===== config.mk =====
export PLATFORM = sky130hd
export DESIGN_NAME = rdc_top
export DESIGN_NICKNAME = d
export VERILOG_FILES = /design/src/rdc_pkg.sv /design/src/rdc_cal_if.sv /design/src/rdc_top.sv /design/src/rdc_prescaler.sv
export SDC_FILE = /design/constraint.sdc
export NUM_CORES = 1
export LEC_CHECK = 0
export BUFFER_PORTS_ARGS = -buffer_cell sky130_fd_sc_hd__buf_2
export CORE_MARGIN = 2
export CORE_UTILIZATION = 40
export CTS_BUF_LIST = sky130_fd_sc_hd__clkbuf_4 sky130_fd_sc_hd__clkbuf_8
export CTS_CLUSTER_SIZE = 10
export DETAILED_ROUTE_END_ITERATION = 8
export PLACE_DENSITY = 0.7
export REMOVE_ABC_BUFFERS = 1
export SKIP_LAST_GASP = 1
export SYNTH_ARGS = -nofsm -noshare
export SYNTH_HDL_FRONTEND = slang
export SYNTH_HIERARCHICAL = 1
export SYNTH_SLANG_ARGS = --single-unit
export TNS_END_PERCENT = 30

===== constraint.sdc =====
create_clock -name CLOCK_I -period 3.9 [get_ports CLOCK_I]
set_clock_uncertainty 0.15 [all_clocks]
set_input_delay 0.975 -clock CLOCK_I [delete_from_list [all_inputs] [get_ports CLOCK_I]]
set_output_delay 0.975 -clock CLOCK_I [all_outputs]
set_load 0.02 [all_outputs]

===== src/rdc_pkg.sv =====
// Purpose: shared constants for the clock drift calibration and pin select block
// Assumes: 32-bit Avalon-MM register words, byte addresses
// Notes: offsets are word aligned; fields are bit positions inside a word
package rdc_pkg;
   // register byte addresses
   localparam logic [3:0] OFF_CAL_CFG = 4'h0;
   localparam logic [3:0] OFF_PAD_CFG = 4'h4;
   localparam logic [3:0] OFF_MIN_SEC = 4'h8;
   // rtc_calibration_config fields
   localparam int CAL_LSB = 0;
   localparam int CAL_W = 8;
   localparam int BIT_PIN_OE = 10;
   localparam int BIT_HALF_SEC = 11;
   localparam int BIT_UNLOCK = 13;
   localparam int BIT_RUN = 15;
   // pad_config fields
   localparam int BIT_PAR_LEVEL = 0;
   localparam int BIT_SRC_SEL = 1;
   // minute_second_value fields
   localparam int SEC_LSB = 0;
   localparam int MIN_LSB = 8;
   localparam int TIME_W = 6;
   localparam logic [5:0] LAST_UNIT = 6'h3b;
   // oscillator, correction and unmapped read value
   localparam int OSC_HZ = 32768;
   localparam int CNT_W = 16;
   localparam int STEP_PULSES = 4;
   localparam int PEND_W = 10;
   localparam logic [31:0] UNMAPPED_READ = 32'h0000_0000;
endpackage


===== src/rdc_cal_if.sv =====
// Purpose: carries control and status between register file and prescaler
// Assumes: both ends on one clock
// Notes: plain wires, no clocking
`timescale 1ns/100ps
interface rdc_cal_if;
   logic osc_edge;
   logic run;
   logic [rdc_pkg::CAL_W-1:0] cal;
   logic apply;
   logic clear;
   logic sec_tick;
   logic half_sec;
   modport ctrl (output osc_edge, output run, output cal, output apply, output clear,
                 input sec_tick, input half_sec);
   modport pre (input osc_edge, input run, input cal, input apply, input clear,
                output sec_tick, output half_sec);
endinterface


===== src/rdc_top.sv =====
// Purpose: drift calibration, run control, minute/second count and clock pin select
// Assumes: CLOCK_I 10 MHz; OSC_I is an asynchronous oscillator pin; ALARM_PULSE_I is
//    from alarm logic on CLOCK_I
// Notes: calibration and pad settings live on POR_N_I only, time keeping on RST_N_I
// Overview of operation
// (RULE_01) the largest positive calibration value adds 508 oscillator pulses each minute.
// (RULE_02) value 1 adds 4 pulses per minute and each further step adds 4 more.
// (RULE_03) value all ones removes 4 pulses per minute.
// (RULE_04) the most negative value removes 512 pulses, the field being two's complement.
// (RULE_05) a zero value applies no correction.
// (RULE_06) the calibration register is reset only by power-on reset.
// (RULE_07) run-enable changes only while the write-unlock bit is 1.
// (RULE_08) the half-second status is read-only and clears on a write to the seconds byte.
// (RULE_09) half-second status reads 1 in the second half of each second, else 0.
// (RULE_10) source select 1 puts the seconds clock on the pin, 0 the alarm pulse.
// (RULE_11) the pin is driven only while the pin output enable bit is set.
// (RULE_12) bits 15 to 2 of the pad register read zero.
// (RULE_13) source select and input level select clear on power-on reset.
//
// The register addresses and register access over Avalon-MM were decided locally.
`timescale 1ns/100ps
module rdc_top #(
   parameter int OSC_HZ = rdc_pkg::OSC_HZ
) (
   input wire logic CLOCK_I,
   input wire logic RST_N_I,
   input wire logic POR_N_I,
   input wire logic [3:0] AVS_ADDRESS_I,
   input wire logic AVS_READ_I,
   input wire logic AVS_WRITE_I,
   input wire logic [31:0] AVS_WRITEDATA_I,
   input wire logic [3:0] AVS_BYTEENABLE_I,
   output logic [31:0] AVS_READDATA_O,
   output logic AVS_WAITREQUEST_O,
   input wire logic OSC_I,
   input wire logic ALARM_PULSE_I,
   output logic CLOCK_PIN_O,
   output logic CLOCK_PIN_OE_O,
   output logic PARALLEL_PORT_INPUT_LEVEL_SELECT_O
);
   // power-on domain state
   typedef struct packed {
      logic [rdc_pkg::CAL_W-1:0] cal;
      logic pin_oe;
      logic unlock;
      logic run;
      logic src_sel;
      logic par_level;
   } rdc_por_s;

   // system domain state
   typedef struct packed {
      logic ack;
      logic wreq;
      logic [31:0] rdata;
      logic [rdc_pkg::TIME_W-1:0] sec;
      logic [rdc_pkg::TIME_W-1:0] min;
      logic osc_s1;
      logic osc_s2;
      logic osc_s3;
      logic pin;
      logic pin_oe;
   } rdc_sys_s;

   // waitrequest sits high through reset, so its flop resets to one
   localparam rdc_sys_s SYS_RESET = '{wreq: 1'b1, default: '0};

   logic [1:0] rst_sync;
   logic [1:0] por_sync;
   logic rst_n;
   logic por_n;
   rdc_por_s por;
   rdc_por_s next_por;
   rdc_sys_s sys;
   rdc_sys_s next_sys;
   logic req;
   logic accept;
   logic wr;
   logic hit_cal;
   logic hit_pad;
   logic hit_time;
   logic [15:0] cal_word;
   logic [15:0] pad_word;
   logic [15:0] time_word;

   rdc_cal_if cal_if ();

   rdc_prescaler #(
      .OSC_HZ(OSC_HZ)
   ) u_pre (
      .clk_i(CLOCK_I),
      .rst_n_i(rst_n),
      .cal_if(cal_if)
   );

   // reset release through two flops, assertion stays asynchronous
   always_ff @(posedge CLOCK_I or negedge RST_N_I) begin
      if (!RST_N_I) begin
         rst_sync <= 2'h0;
      end else begin
         rst_sync <= {rst_sync[0], 1'b1};
      end
   end

   always_ff @(posedge CLOCK_I or negedge POR_N_I) begin
      if (!POR_N_I) begin
         por_sync <= 2'h0;
      end else begin
         por_sync <= {por_sync[0], 1'b1};
      end
   end

   assign rst_n = rst_sync[1];
   assign por_n = por_sync[1];

   // bus decode; one wait cycle, then a single answer cycle
   assign req = AVS_READ_I | AVS_WRITE_I;
   // nothing is taken while the system side is still held in reset
   assign accept = req && !sys.ack && rst_n;
   assign wr = accept && AVS_WRITE_I;
   assign hit_cal = AVS_ADDRESS_I == rdc_pkg::OFF_CAL_CFG;
   assign hit_pad = AVS_ADDRESS_I == rdc_pkg::OFF_PAD_CFG;
   assign hit_time = AVS_ADDRESS_I == rdc_pkg::OFF_MIN_SEC;

   always_comb begin
      cal_word = '0;
      cal_word[rdc_pkg::CAL_LSB +: rdc_pkg::CAL_W] = por.cal;
      cal_word[rdc_pkg::BIT_PIN_OE] = por.pin_oe;
      // RULE_09 live half-second status
      cal_word[rdc_pkg::BIT_HALF_SEC] = cal_if.half_sec;
      cal_word[rdc_pkg::BIT_UNLOCK] = por.unlock;
      cal_word[rdc_pkg::BIT_RUN] = por.run;
      // RULE_12 unused pad bits zero
      pad_word = '0;
      pad_word[rdc_pkg::BIT_SRC_SEL] = por.src_sel;
      pad_word[rdc_pkg::BIT_PAR_LEVEL] = por.par_level;
      time_word = '0;
      time_word[rdc_pkg::SEC_LSB +: rdc_pkg::TIME_W] = sys.sec;
      time_word[rdc_pkg::MIN_LSB +: rdc_pkg::TIME_W] = sys.min;
   end

   // power-on domain registers
   always_comb begin
      next_por = por;
      if (wr && hit_cal) begin
         if (AVS_BYTEENABLE_I[0]) begin
            next_por.cal = AVS_WRITEDATA_I[rdc_pkg::CAL_LSB +: rdc_pkg::CAL_W];
         end
         if (AVS_BYTEENABLE_I[1]) begin
            next_por.pin_oe = AVS_WRITEDATA_I[rdc_pkg::BIT_PIN_OE];
            next_por.unlock = AVS_WRITEDATA_I[rdc_pkg::BIT_UNLOCK];
            // RULE_07 run-enable guarded by unlock
            if (por.unlock) begin
               next_por.run = AVS_WRITEDATA_I[rdc_pkg::BIT_RUN];
            end
         end
      end
      if (wr && hit_pad && AVS_BYTEENABLE_I[0]) begin
         next_por.src_sel = AVS_WRITEDATA_I[rdc_pkg::BIT_SRC_SEL];
         next_por.par_level = AVS_WRITEDATA_I[rdc_pkg::BIT_PAR_LEVEL];
      end
   end

   // RULE_06 RULE_13 power-on reset only
   always_ff @(posedge CLOCK_I or negedge por_n) begin
      if (!por_n) begin
         por <= '0;
      end else begin
         por <= next_por;
      end
   end

   // system domain: bus answer, oscillator sync, time count, pin
   always_comb begin
      next_sys = sys;
      next_sys.ack = accept;
      next_sys.wreq = !accept;
      // the first oscillator flop feeds only the second
      next_sys.osc_s1 = OSC_I;
      next_sys.osc_s2 = sys.osc_s1;
      next_sys.osc_s3 = sys.osc_s2;
      if (accept && AVS_READ_I) begin
         if (hit_cal) begin
            next_sys.rdata = {16'h0000, cal_word};
         end else if (hit_pad) begin
            next_sys.rdata = {16'h0000, pad_word};
         end else if (hit_time) begin
            next_sys.rdata = {16'h0000, time_word};
         end else begin
            next_sys.rdata = rdc_pkg::UNMAPPED_READ;
         end
      end
      if (cal_if.sec_tick) begin
         if (sys.sec >= rdc_pkg::LAST_UNIT) begin
            next_sys.sec = '0;
            if (sys.min >= rdc_pkg::LAST_UNIT) begin
               next_sys.min = '0;
            end else begin
               next_sys.min = sys.min + 6'h01;
            end
         end else begin
            next_sys.sec = sys.sec + 6'h01;
         end
      end
      if (wr && hit_time) begin
         if (AVS_BYTEENABLE_I[0]) begin
            next_sys.sec = AVS_WRITEDATA_I[rdc_pkg::SEC_LSB +: rdc_pkg::TIME_W];
         end
         if (AVS_BYTEENABLE_I[1]) begin
            next_sys.min = AVS_WRITEDATA_I[rdc_pkg::MIN_LSB +: rdc_pkg::TIME_W];
         end
      end
      // RULE_10 pin source select
      next_sys.pin = por.src_sel ? cal_if.half_sec : ALARM_PULSE_I;
      // RULE_11 pin driven only when enabled
      next_sys.pin_oe = por.pin_oe;
      if (!por.pin_oe) begin
         next_sys.pin = 1'b0;
      end
   end

   always_ff @(posedge CLOCK_I or negedge rst_n) begin
      if (!rst_n) begin
         sys <= SYS_RESET;
      end else begin
         sys <= next_sys;
      end
   end

   always_comb begin
      cal_if.osc_edge = sys.osc_s2 && !sys.osc_s3;
      cal_if.run = por.run;
      cal_if.cal = por.cal;
      // RULE_01 correction applied once per minute
      cal_if.apply = cal_if.sec_tick && sys.sec >= rdc_pkg::LAST_UNIT;
      // RULE_08 seconds byte write clears half-second
      cal_if.clear = wr && hit_time && AVS_BYTEENABLE_I[0];
   end

   assign AVS_READDATA_O = sys.rdata;
   assign AVS_WAITREQUEST_O = sys.wreq;
   assign CLOCK_PIN_O = sys.pin;
   assign CLOCK_PIN_OE_O = sys.pin_oe;
   assign PARALLEL_PORT_INPUT_LEVEL_SELECT_O = por.par_level;
endmodule


===== src/rdc_prescaler.sv =====
// Purpose: divides the oscillator to seconds and applies the per-minute drift correction
// Assumes: osc_edge is a one-cycle pulse per oscillator period, already synchronised
// Notes: extra pulses count double, removed pulses are swallowed, one per oscillator edge
`timescale 1ns/100ps
module rdc_prescaler #(
   parameter int OSC_HZ = rdc_pkg::OSC_HZ
) (
   input wire logic clk_i,
   input wire logic rst_n_i,
   rdc_cal_if.pre cal_if
);
   localparam logic [rdc_pkg::CNT_W:0] WRAP = (rdc_pkg::CNT_W+1)'(OSC_HZ);
   localparam logic [rdc_pkg::CNT_W-1:0] HALF = rdc_pkg::CNT_W'(OSC_HZ / 2);

   typedef struct packed {
      logic [rdc_pkg::CNT_W-1:0] cnt;
      logic [rdc_pkg::PEND_W-1:0] pending;
      logic neg;
      logic tick;
      logic half;
   } rdc_pre_s;

   rdc_pre_s state;
   rdc_pre_s next_state;
   logic [rdc_pkg::CNT_W:0] sum;
   logic [rdc_pkg::CAL_W-1:0] mag;

   always_comb begin
      next_state = state;
      next_state.tick = 1'b0;
      sum = {1'b0, state.cnt};
      // RULE_04 two's complement magnitude
      mag = cal_if.cal[rdc_pkg::CAL_W-1] ? (~cal_if.cal + 8'h01) : cal_if.cal;
      if (cal_if.run && cal_if.osc_edge) begin
         if (state.pending != '0) begin
            next_state.pending = state.pending - 10'h001;
            // RULE_01 extra pulse counts double
            if (!state.neg) begin
               sum = {1'b0, state.cnt} + 17'h00002;
            end
         end else begin
            sum = {1'b0, state.cnt} + 17'h00001;
         end
         if (sum >= WRAP) begin
            sum = sum - WRAP;
            next_state.tick = 1'b1;
         end
         next_state.cnt = sum[rdc_pkg::CNT_W-1:0];
      end
      // RULE_02 RULE_03 RULE_05 four pulses per step, none at zero
      if (cal_if.apply) begin
         next_state.neg = cal_if.cal[rdc_pkg::CAL_W-1];
         next_state.pending = (rdc_pkg::PEND_W)'({2'b00, mag} * rdc_pkg::STEP_PULSES);
      end
      // RULE_08 restart the second
      if (cal_if.clear) begin
         next_state.cnt = '0;
         next_state.tick = 1'b0;
      end
      // RULE_09 second half of the second
      next_state.half = next_state.cnt >= HALF;
   end

   always_ff @(posedge clk_i or negedge rst_n_i) begin
      if (!rst_n_i) begin
         state <= '0;
      end else begin
         state <= next_state;
      end
   end

   assign cal_if.sec_tick = state.tick;
   assign cal_if.half_sec = state.half;
endmodule


---- Word level (Yosys, flattened, before mapping) ----
Cells that the tools add are included.
word-level totals
  register bits after elaboration ......... 97
  bits of input ports ..................... 47
  output and inout bits ................... 36
cells by class
  bitwise logic cells ..................... 2
  muxes and demuxes ....................... 24
  magnitude comparators ................... 4
  add/subtract/negate cells ............... 7
  reduce and logical (&&, ||, !) cells .... 23
  equality and inequality tests ........... 2
operators by type and width
  cell                                                                 count
  2-to-1 mux 17 bit                                                    3
  2-to-1 mux 16 bit                                                    2
  2-to-1 mux 32 bit                                                    1
  2-to-1 mux 6 bit                                                     5
  2-to-1 mux 14 bit                                                    2
  2-to-1 mux 26 bit                                                    1
  2-to-1 mux 12 bit                                                    2
  adder 16 x 1 -> 17 bit, second input constant                        1
  adder 16 x 2 -> 17 bit, second input constant                        1
  greater-or-equal comparator 17 x 16 -> 1 bit, second input constant  1
  greater-or-equal comparator 16 x 15 -> 1 bit, second input constant  1
  subtractor 16 bit, second input constant                             1
  adder 6 x 1 -> 6 bit, second input constant                          2
  greater-or-equal comparator 6 bit, second input constant             2
  logical AND 1 bit                                                    12
  2-to-1 mux 11 bit                                                    1
  2-to-1 mux 10 bit                                                    1
  nonzero test 10 bit                                                  1
  subtractor 10 x 1 -> 10 bit, second input constant                   1
  adder 8 x 1 -> 8 bit, second input constant                          1
  2-to-1 mux 8 bit                                                     1
  NOT 8 bit                                                            1
  AND reduction 2 bit                                                  3
  2-to-1 mux 1 bit                                                     5
  other kinds (7)                                                      10

---- Depth between registers and ports, before layout ----
Gate-level depths: netlist of run 1.
  depth in word-level cells ............... 9
  depth in mapped cells ................... 9
  mapped depth without buffers ............ 8

---- Cells and area by module ----
Netlist of run 1, hierarchy kept.
modules (own cells, without submodules)
  module         area each (um^2)  cells an instance  times used
  rdc_top        2558.7            241                1
  rdc_prescaler  1845.5            198                1

---- Least setup slack after synthesis of run 1 ----
Ideal clock, no wire load.
  path type ............................... register -> register
  start point ............................. register rst_sync[1]
  end point ............................... register u_pre/state[18] (netlist bit)
  setup time .............................. 0.132 ns
  path buffers ............................ 3
  stages on the path, launching flop included .. 7
  data arrival time ....................... 3.062 ns
  path slack .............................. 0.556 ns
  path through ............................ dfrtp_1 nand4b_1 nor2_4 buf_6 buf_1 clkbuf_1 nor2_1
RTL lines
  what                    RTL line             RTL
  start, declared         rdc_top.sv:68        logic [1:0] rst_sync;
  start signal, assigned  rdc_top.sv:101       rst_sync <= {rst_sync[0], 1'b1};
  end signal, assigned    rdc_prescaler.sv:68  state <= next_state;
  end, declared           rdc_prescaler.sv:23  rdc_pre_s state;

==> run_results.csv, run 1 <==
group,metric,value,unit
power_and_ir_drop,p_per_area,433,nW/um2
place,io_buffers,46,
clock_tree,postCtsSetupBuffers,0,
floorplan,rows,38,
global_route,grt_pass1_vias,3134,
detailed_routing,drt-initial-drc-count,191,
floorplan,start_util,40.8,%
hold_path,hold_path.class,"register to async pin",
logic_synthesis,post_synth_mux_area_share,4.94,%
timing,hold_viol,0,
detailed_routing,drt-vias-per-instance,5.44,
place,gp_congestion,0.837,
logic_synthesis,synth_simple_gate_area_share,16.5,%
critical_path,cp.required,3.99,ns
logic_synthesis,synthAdderAreaFrac,2.27,%
detailed_routing,ant_nets,0,
timing,worstMarginPinSlew,0.862,ns
clock_tree,h-tree-depth,3,
logic_synthesis,synth_compound_area_share,16.6,%
detailed_routing,drc,0,
timing,setup_tns,0,ns
place,place_hpwl,6750,um
status,status,"completed",
detailed_routing,met1_length,4310,um
clock_tree,hold_buffers,0,
critical_path,critPathKind,"primary input to register",
clock_tree,tritoncts,"built",
timing,setup_viol,0,
floorplan,core_area,10800,um2
power_and_ir_drop,power_frac_clock,36.2,%
clock_tree,clock_latency,0.35,ns
logic_synthesis,avgSynthCellArea,10.0,um2
job,cap_violations,0,
logic_synthesis,synth_cell_types,68,
global_route,grt_overflow,0,
floorplan,dieArea,11900,um2
logic_synthesis,yosysSeqAreaShare,45.5,%
power_and_ir_drop,pwr-share-comb,15.3,%
power_and_ir_drop,swShare,28.1,%
floorplan,die-width,109,um
layout,n_antenna_cell,0,
power_and_ir_drop,p_seq_share,48.5,%
timing,relSlewSlack,42.4,%
clock_tree,clockRootBuffer,"clkbuf_8",
detailed_routing,via_count,3321,
place,dp_cells,595,
power_and_ir_drop,p_sw,0.000587,W
logic_synthesis,synth_edf_count,0,
global_route,grt_max_degree,40,
power_and_ir_drop,p_total,0.00209,W
detailed_routing,wl_met2,4470,um
logic_synthesis,yosysWarnings,6,
critical_path,cp_max_fo,28,
logic_synthesis,synthArstFlopShare,100,%
logic_synthesis,synthFlopType,"dfrtp_1",
global_route,antenna_found_initial,0,
logic_synthesis,ys_ff_latch,80,
layout,fin_nets,521,
clock_tree,clk_pin_slew,0.08,ns
floorplan,die_h,109,um
critical_path,path_cells,"buf_2, or4b_4, nor2_4, mux2_2",
logic_synthesis,syn_area,4400,um2
timing,rsz0062_at_grt,"false",
critical_path,slowest_stage,"or4b_4",
detailed_routing,routed.top_layer,"met4",
clock_tree,cts_buffers,9,
timing,drv_slew,0,
power_and_ir_drop,power.internal,0.00150,W
timing,timing.hold.ws,0.0844,ns
critical_path,end_kind,"register",
layout,drive_gt1_share,20.4,%
detailed_routing,routed-wl-met3,446,um
power_and_ir_drop,ir_drop,0.227,mV
clock_tree,clock_path_buffers,2,
detailed_routing,wl_per_cell,15.3,um
floorplan,pin_count,83,
critical_path,cp.arrival,2.64,ns
layout,areaGrowthSynthToFinish,9.29,%
timing,min_period,2.55,ns
critical_path,slowest_delay,0.58,ns
layout,fin_cells,611,
logic_synthesis,synthXorXnorAreaFrac,5.17,%
clock_tree,cts_resized,0,
clock_tree,clkSinkCount,80,
global_route,grt.total_usage,16.4,%
power_and_ir_drop,p_leak,2.09,nW
detailed_routing,finalWirelength,9350,um
timing,max_freq,392,MHz
critical_path,start_kind,"primary input",
logic_synthesis,synthCells,439,
detailed_routing,dr.pass1.iters,5,
timing,period_share,65.3,%
logic_synthesis,synth_top_family_by_area,"compound AO/OA/AOI/OAI gates",
global_route,grt_first_pass_wirelength,15100,um
==> metrics by stage <==
step	cell area [um2]	setup slack [ns]	utilization [%]
after detailed placement	4560	0.977	42.3
final	4810	1.35	44.6
after floorplan	4130	0.580	-
after global routing	4810	1.16	44.6
after CTS	4810	1.35	44.6
after global placement	4560	1.02	42.3
==> worst paths after layout <==
path	startpoint	to	slack (ns)	cells after the start
max	AVS_ADDRESS_I[1]	sys[15]	1.35	4
min	por_sync[1]	cal_word[10]	0.08	0
max reg2reg	u_pre/state[3]	u_pre/cal_if.half_sec	1.41	7
min reg2reg	por_sync[1]	cal_word[10]	0.08	0
max in group asynchronous	rst_sync[1]	AVS_WAITREQUEST_O	2.51	1
min in group CLOCK_I	next_sys[3]	next_sys[2]	0.20	0
==> layout make-up <==
class	count	area (um2)
fillers	1023	5980
multi-input cells	312	2080
flip-flops and latches	80	2000
repair buffers	50	260
well taps	140	175
clock buffers	11	145
clock inverters	5	104
inverters	13	48.8
==> synthesized netlist by cell type, types with 3 or more instances <==
master	instances	area share, %
a21oi_1	8	0.91
o2111ai_1	5	0.99
nor3_1	7	0.80
and3_1	4	0.57
nor2_1	31	2.6
o22ai_1	4	0.57
nand2b_1	4	0.57
mux2i_1	6	1.4
clkbuf_1	12	1.0
nand4b_1	3	0.60
nor2b_1	7	0.99
o31ai_1	3	0.51
and4_1	3	0.60
nand2_1	46	3.9
a22oi_1	8	1.4
nand4_1	5	0.71
xnor2_1	10	2.0
a22o_1	6	1.2
buf_4	33	5.6
mux2_2	14	3.6
ha_1	8	2.3
o211ai_1	4	0.68
o21ai_0	31	3.5
nand3_1	6	0.68
a211oi_1	4	0.68
a31oi_1	9	1.3
xor2_1	16	3.2
nor4_1	3	0.43
dfrtp_1	79	45
inv_1	13	1.1
==> cell usage in the layout (no fill, tap or decap), types with 6 or more instances in the layout <==
master and count:
dfrtp_1 78, nand2_1 46, buf_2 46, nor2_1 31, o21ai_0 31, conb_1 19
xor2_1 16, mux2_2 14, inv_1 13, xnor2_1 10, clkbuf_8 10, a31oi_1 9
a21oi_1 8, a22oi_1 8, ha_1 8, nor2b_1 7, nor3_1 7, a22o_1 6
nand3_1 6, mux2i_1 6
==> flip-flops by register name, indices dropped and copies added, names as in the netlist, 2 cells and up <==
name and count:
u_pre/state 27, por_sync 2, AVS_READDATA_O 15, cal_word 2, sys 14, next_sys 2, rst_sync 2, cal_if.cal 8
==> worst max-delay path, delay by kind of cell <==
| kind | cells | cell delay [ns] |
|---|---|---|
| simple gates | 2 | 1.11 |
| mux | 1 | 0.41 |
| buf+inv | 1 | 0.13 |
==> per-layer routing <==
| metal | vias to the layer above | global-route usage (%) |
|---|---|---|
| li1 | 1575 | - |
| met4 | 0 | 5.86 |
| met3 | 13 | 3.53 |
| met1 | 1651 | 22.0 |
| met5 | - | 0 |
| met2 | 82 | 26.4 |
==> power groups by stage <==
stage,clock network [W],logic (W),registers (W)
finish,0.000755,0.000320,0.00101
global route,0.000805,0.000361,0.00103
CTS,0.000766,0.000320,0.00101
detailed placement,0,0.000318,0.00103
global placement,0,0.000305,0.00102
floorplan,0,0.000222,0.00102
==> kinds of logic (layout without fill, tap and decap cells) <==
family,after synthesis,after routing
other,2,19
buffers and inverters,64,79
and+or+nand+nor,135,135
xor gates and xnor gates,26,26
DFF,80,80
adders and majority gates,8,8
AOI/OAI and AO/OA,104,104
muxes,20,20
Power figures use the tool's default switching activity.
==> inputs of run 2 (changes only) <==
Settings changed: ABC_AREA set to 1, PLACE_DENSITY 0.7 to 0.72.
Clock period 3.9 ns to 2.2 ns, I/O delays scaled along.
==> run 2 against run 1 <==
  * Largest cell class unchanged
  * Worst hold slack got worse by 0.013 ns
  * Combinational power rose by 42%
  * Die area rose by 8.2%
  * Register-to-register slack got worse by 1.3 ns
  * Highest routed layer unchanged
==> run_results.csv, run 2 <==
group,metric,value,unit
status,status,"completed",
logic_synthesis,synthTopCellsByArea,"dfrtp_1 41%, nand2_1 13%, inv_1 6.0%",
global_route,grt_first_pass_wirelength,19100,um
layout,multi_input_area,2220,um2
detailed_routing,drt-initial-drc-count,260,
clock_tree,clock_latency,0.35,ns
logic_synthesis,yosysWarnings,6,
power_and_ir_drop,p_total,0.00348,W
clock_tree,clock_path_buffers,2,
logic_synthesis,avgSynthCellArea,7.54,um2
job,cap_violations,0,
floorplan,rows,39,
logic_synthesis,synth_common_cells,"161 x nand2_1, 79 x dfrtp_1, 77 x inv_1, 67 x nor2_1, 48 x o21ai_0",
timing,rsz0062_at_grt,"true",
place,place_hpwl,8150,um
logic_synthesis,ys_ff_latch,80,
logic_synthesis,synth_most_common_cell,"nand2_1",
logic_synthesis,synth_top_cell_by_area,"dfrtp_1",
global_route,grt_max_degree,49,
power_and_ir_drop,ir_drop,0.351,mV
critical_path,cp.required,2.33,ns
clock_tree,clockRootBuffer,"clkbuf_8",
critical_path,slowest_stage,"dfrtp_1",
hold_path,hold_path.class,"register to async pin",
global_route,antenna_found_initial,0,
logic_synthesis,synthCells,634,
global_route,grt.total_usage,18.3,%
clock_tree,clkSinkCount,80,
layout,areaGrowthSynthToFinish,11.3,%
layout,fill_cells,1163,
detailed_routing,drt-vias-per-instance,4.91,
detailed_routing,via_count,4062,
critical_path,path_cells,"ha_1, nor2_4, nor2_4, nand2_2, inv_1, inv_1, a21oi_1, o21ai_0, o21ai_0, nand2_1, o21ai_1",
timing,relSlewSlack,58.5,%
logic_synthesis,syn_area,4780,um2
global_route,grt_overflow,0,
clock_tree,cts_buffers,9,
detailed_routing,wl_per_cell,13.1,um
clock_tree,tritoncts,"built",
timing,period_share,93.1,%
floorplan,die-width,113,um
timing,drv_slew,0,
detailed_routing,dr.pass1.iters,5,
layout,mostFrequentLayoutCell,"nand2_1",
floorplan,dieArea,12800,um2
timing,max_freq,488,MHz
logic_synthesis,yosysSeqAreaShare,41.9,%
critical_path,start_kind,"register",
layout,n_antenna_cell,0,
layout,fin_nets,735,
critical_path,end_kind,"register",
logic_synthesis,synth_cell_types,39,
timing,min_period,2.05,ns
critical_path,cp.arrival,2.18,ns
detailed_routing,ant_nets,0,
logic_synthesis,synth_edf_count,0,
floorplan,core_area,11500,um2
layout,largest_reg_flops,27,
floorplan,die_h,113,um
layout,regMostFlops,"u_pre/state",
logic_synthesis,synthArstFlopShare,100,%
place,pre_cts_ws,0.219,ns
critical_path,critPathKind,"register to register",
critical_path,cp_max_fo,10,
timing,worstMarginPinSlew,0.622,ns
clock_tree,clk_pin_slew,0.09,ns
logic_synthesis,synthFlopType,"dfrtp_1",
power_and_ir_drop,p_leak,2.72,nW
logic_synthesis,synth_top_area_share,41.4,%
timing,setup_viol,0,
detailed_routing,finalWirelength,10800,um
critical_path,slowest_delay,0.40,ns
layout,stdcell_area,5320,um2
place,io_buffers,46,
timing,hold_viol,0,
clock_tree,h-tree-depth,3,
layout,register_area,2000,um2
detailed_routing,drc,0,
layout,drive_gt1_share,17.1,%
clock_tree,postCtsSetupBuffers,0,
layout,mostFrequentLayoutCells,"161 x nand2_1, 78 x dfrtp_1, 77 x inv_1",
power_and_ir_drop,p_per_area,655,nW/um2
global_route,grt_pass1_vias,4057,
clock_tree,cts_resized,0,
floorplan,pin_count,83,
place,gp_congestion,0.893,
place,placed_cell_area,5030,um2
floorplan,start_util,41.5,%
timing,fin_ws,0.151,ns
[run 2: cell count changes after synthesis, moves of 9 or more]
cell,before,now
nand2_2,0,9
inv_1,13,77
nor2_1,31,67
a21oi_1,8,21
o21ai_0,31,48
nand3_1,6,44
nor2_4,1,10
nand2_1,46,161
mux2_2,14,0
[run 2: final timing paths]
kind | from | end | slack (ns) | cells past startpoint
worst max-delay path | sys[12] | u_pre/state[6] | 0.15 | 11
worst min-delay path | por_sync[1] | cal_word[10] | 0.07 | 0
worst max register to register | sys[12] | u_pre/state[6] | 0.15 | 11
worst min register to register | por_sync[1] | cal_word[10] | 0.07 | 0
max in group asynchronous | rst_sync[1] | AVS_READDATA_O[2] | 1.06 | 1
min in group CLOCK_I | OSC_I | next_sys[3] | 0.16 | 1
[run 2: per-layer routing]
metal	part of all wire, %	vias up	track usage, %
met5	0	-	0
met4	1.9	0	5.77
met3	5.2	19	3.48
met2	47	123	30.9
met1	46	1869	23.7
li1	-	2051	-
[run 2: layout make-up]
type                            instances  share of cell area, %
Multi-Input combinational cell        445                   41.7
Sequential cell                        80                   37.7
Timing Repair Buffer                   60                   6.45
Inverter                               84                   5.98
Tap cell                              143                   3.36
Clock buffer                           11                   2.85
Clock inverter                          5                   1.93
[run 2: what timing repair did]
action                     CTS  global route
setup endpoints to repair    0             1
hold endpoints to repair     9             0
hold buffers                 3             0
[run 2: logic make-up (layout without fill, tap and decap cells)]
kind of cell,after synthesis,count (layout),share of synthesized area (%)
buf+inv,126,160,13.0
other cells,2,19,0.157
compound gates,93,93,11.0
fa+ha+maj,8,8,2.09
xor+xnor,10,10,1.83
flops,80,80,41.9
simple gates,315,315,30.0
[run 2: worst max-delay path: cells and delay by family, from the launching register on]
family          cells  cell delay (ns)
compound gates      4             0.46
flops               1             0.40
fa+ha+maj           1             0.23
buf+inv             2             0.42
simple gates        4             0.30
[run 2: through the flow]
stage	TNS, ns	std cells	hold slack, ns	utilization [%]
floorplan	-40.21	609	0.0104	-
global placement	0	809	-0.0248	43.7
detailed placement	0	809	-0.0260	43.7
CTS	0	828	0.101	46.2
global route	-0.00208	828	0.127	46.2
finish	0	828	0.0719	46.2
[run 2: power by group]
part / total [W] / internal, W / switching, W
clock: 0.00136 / 0.000814 / 0.000545
sequential: 0.00167 / 0.00157 / 0.000103
combinational: 0.000453 / 0.000154 / 0.000299
total: 0.00348 / 0.00254 / 0.000947
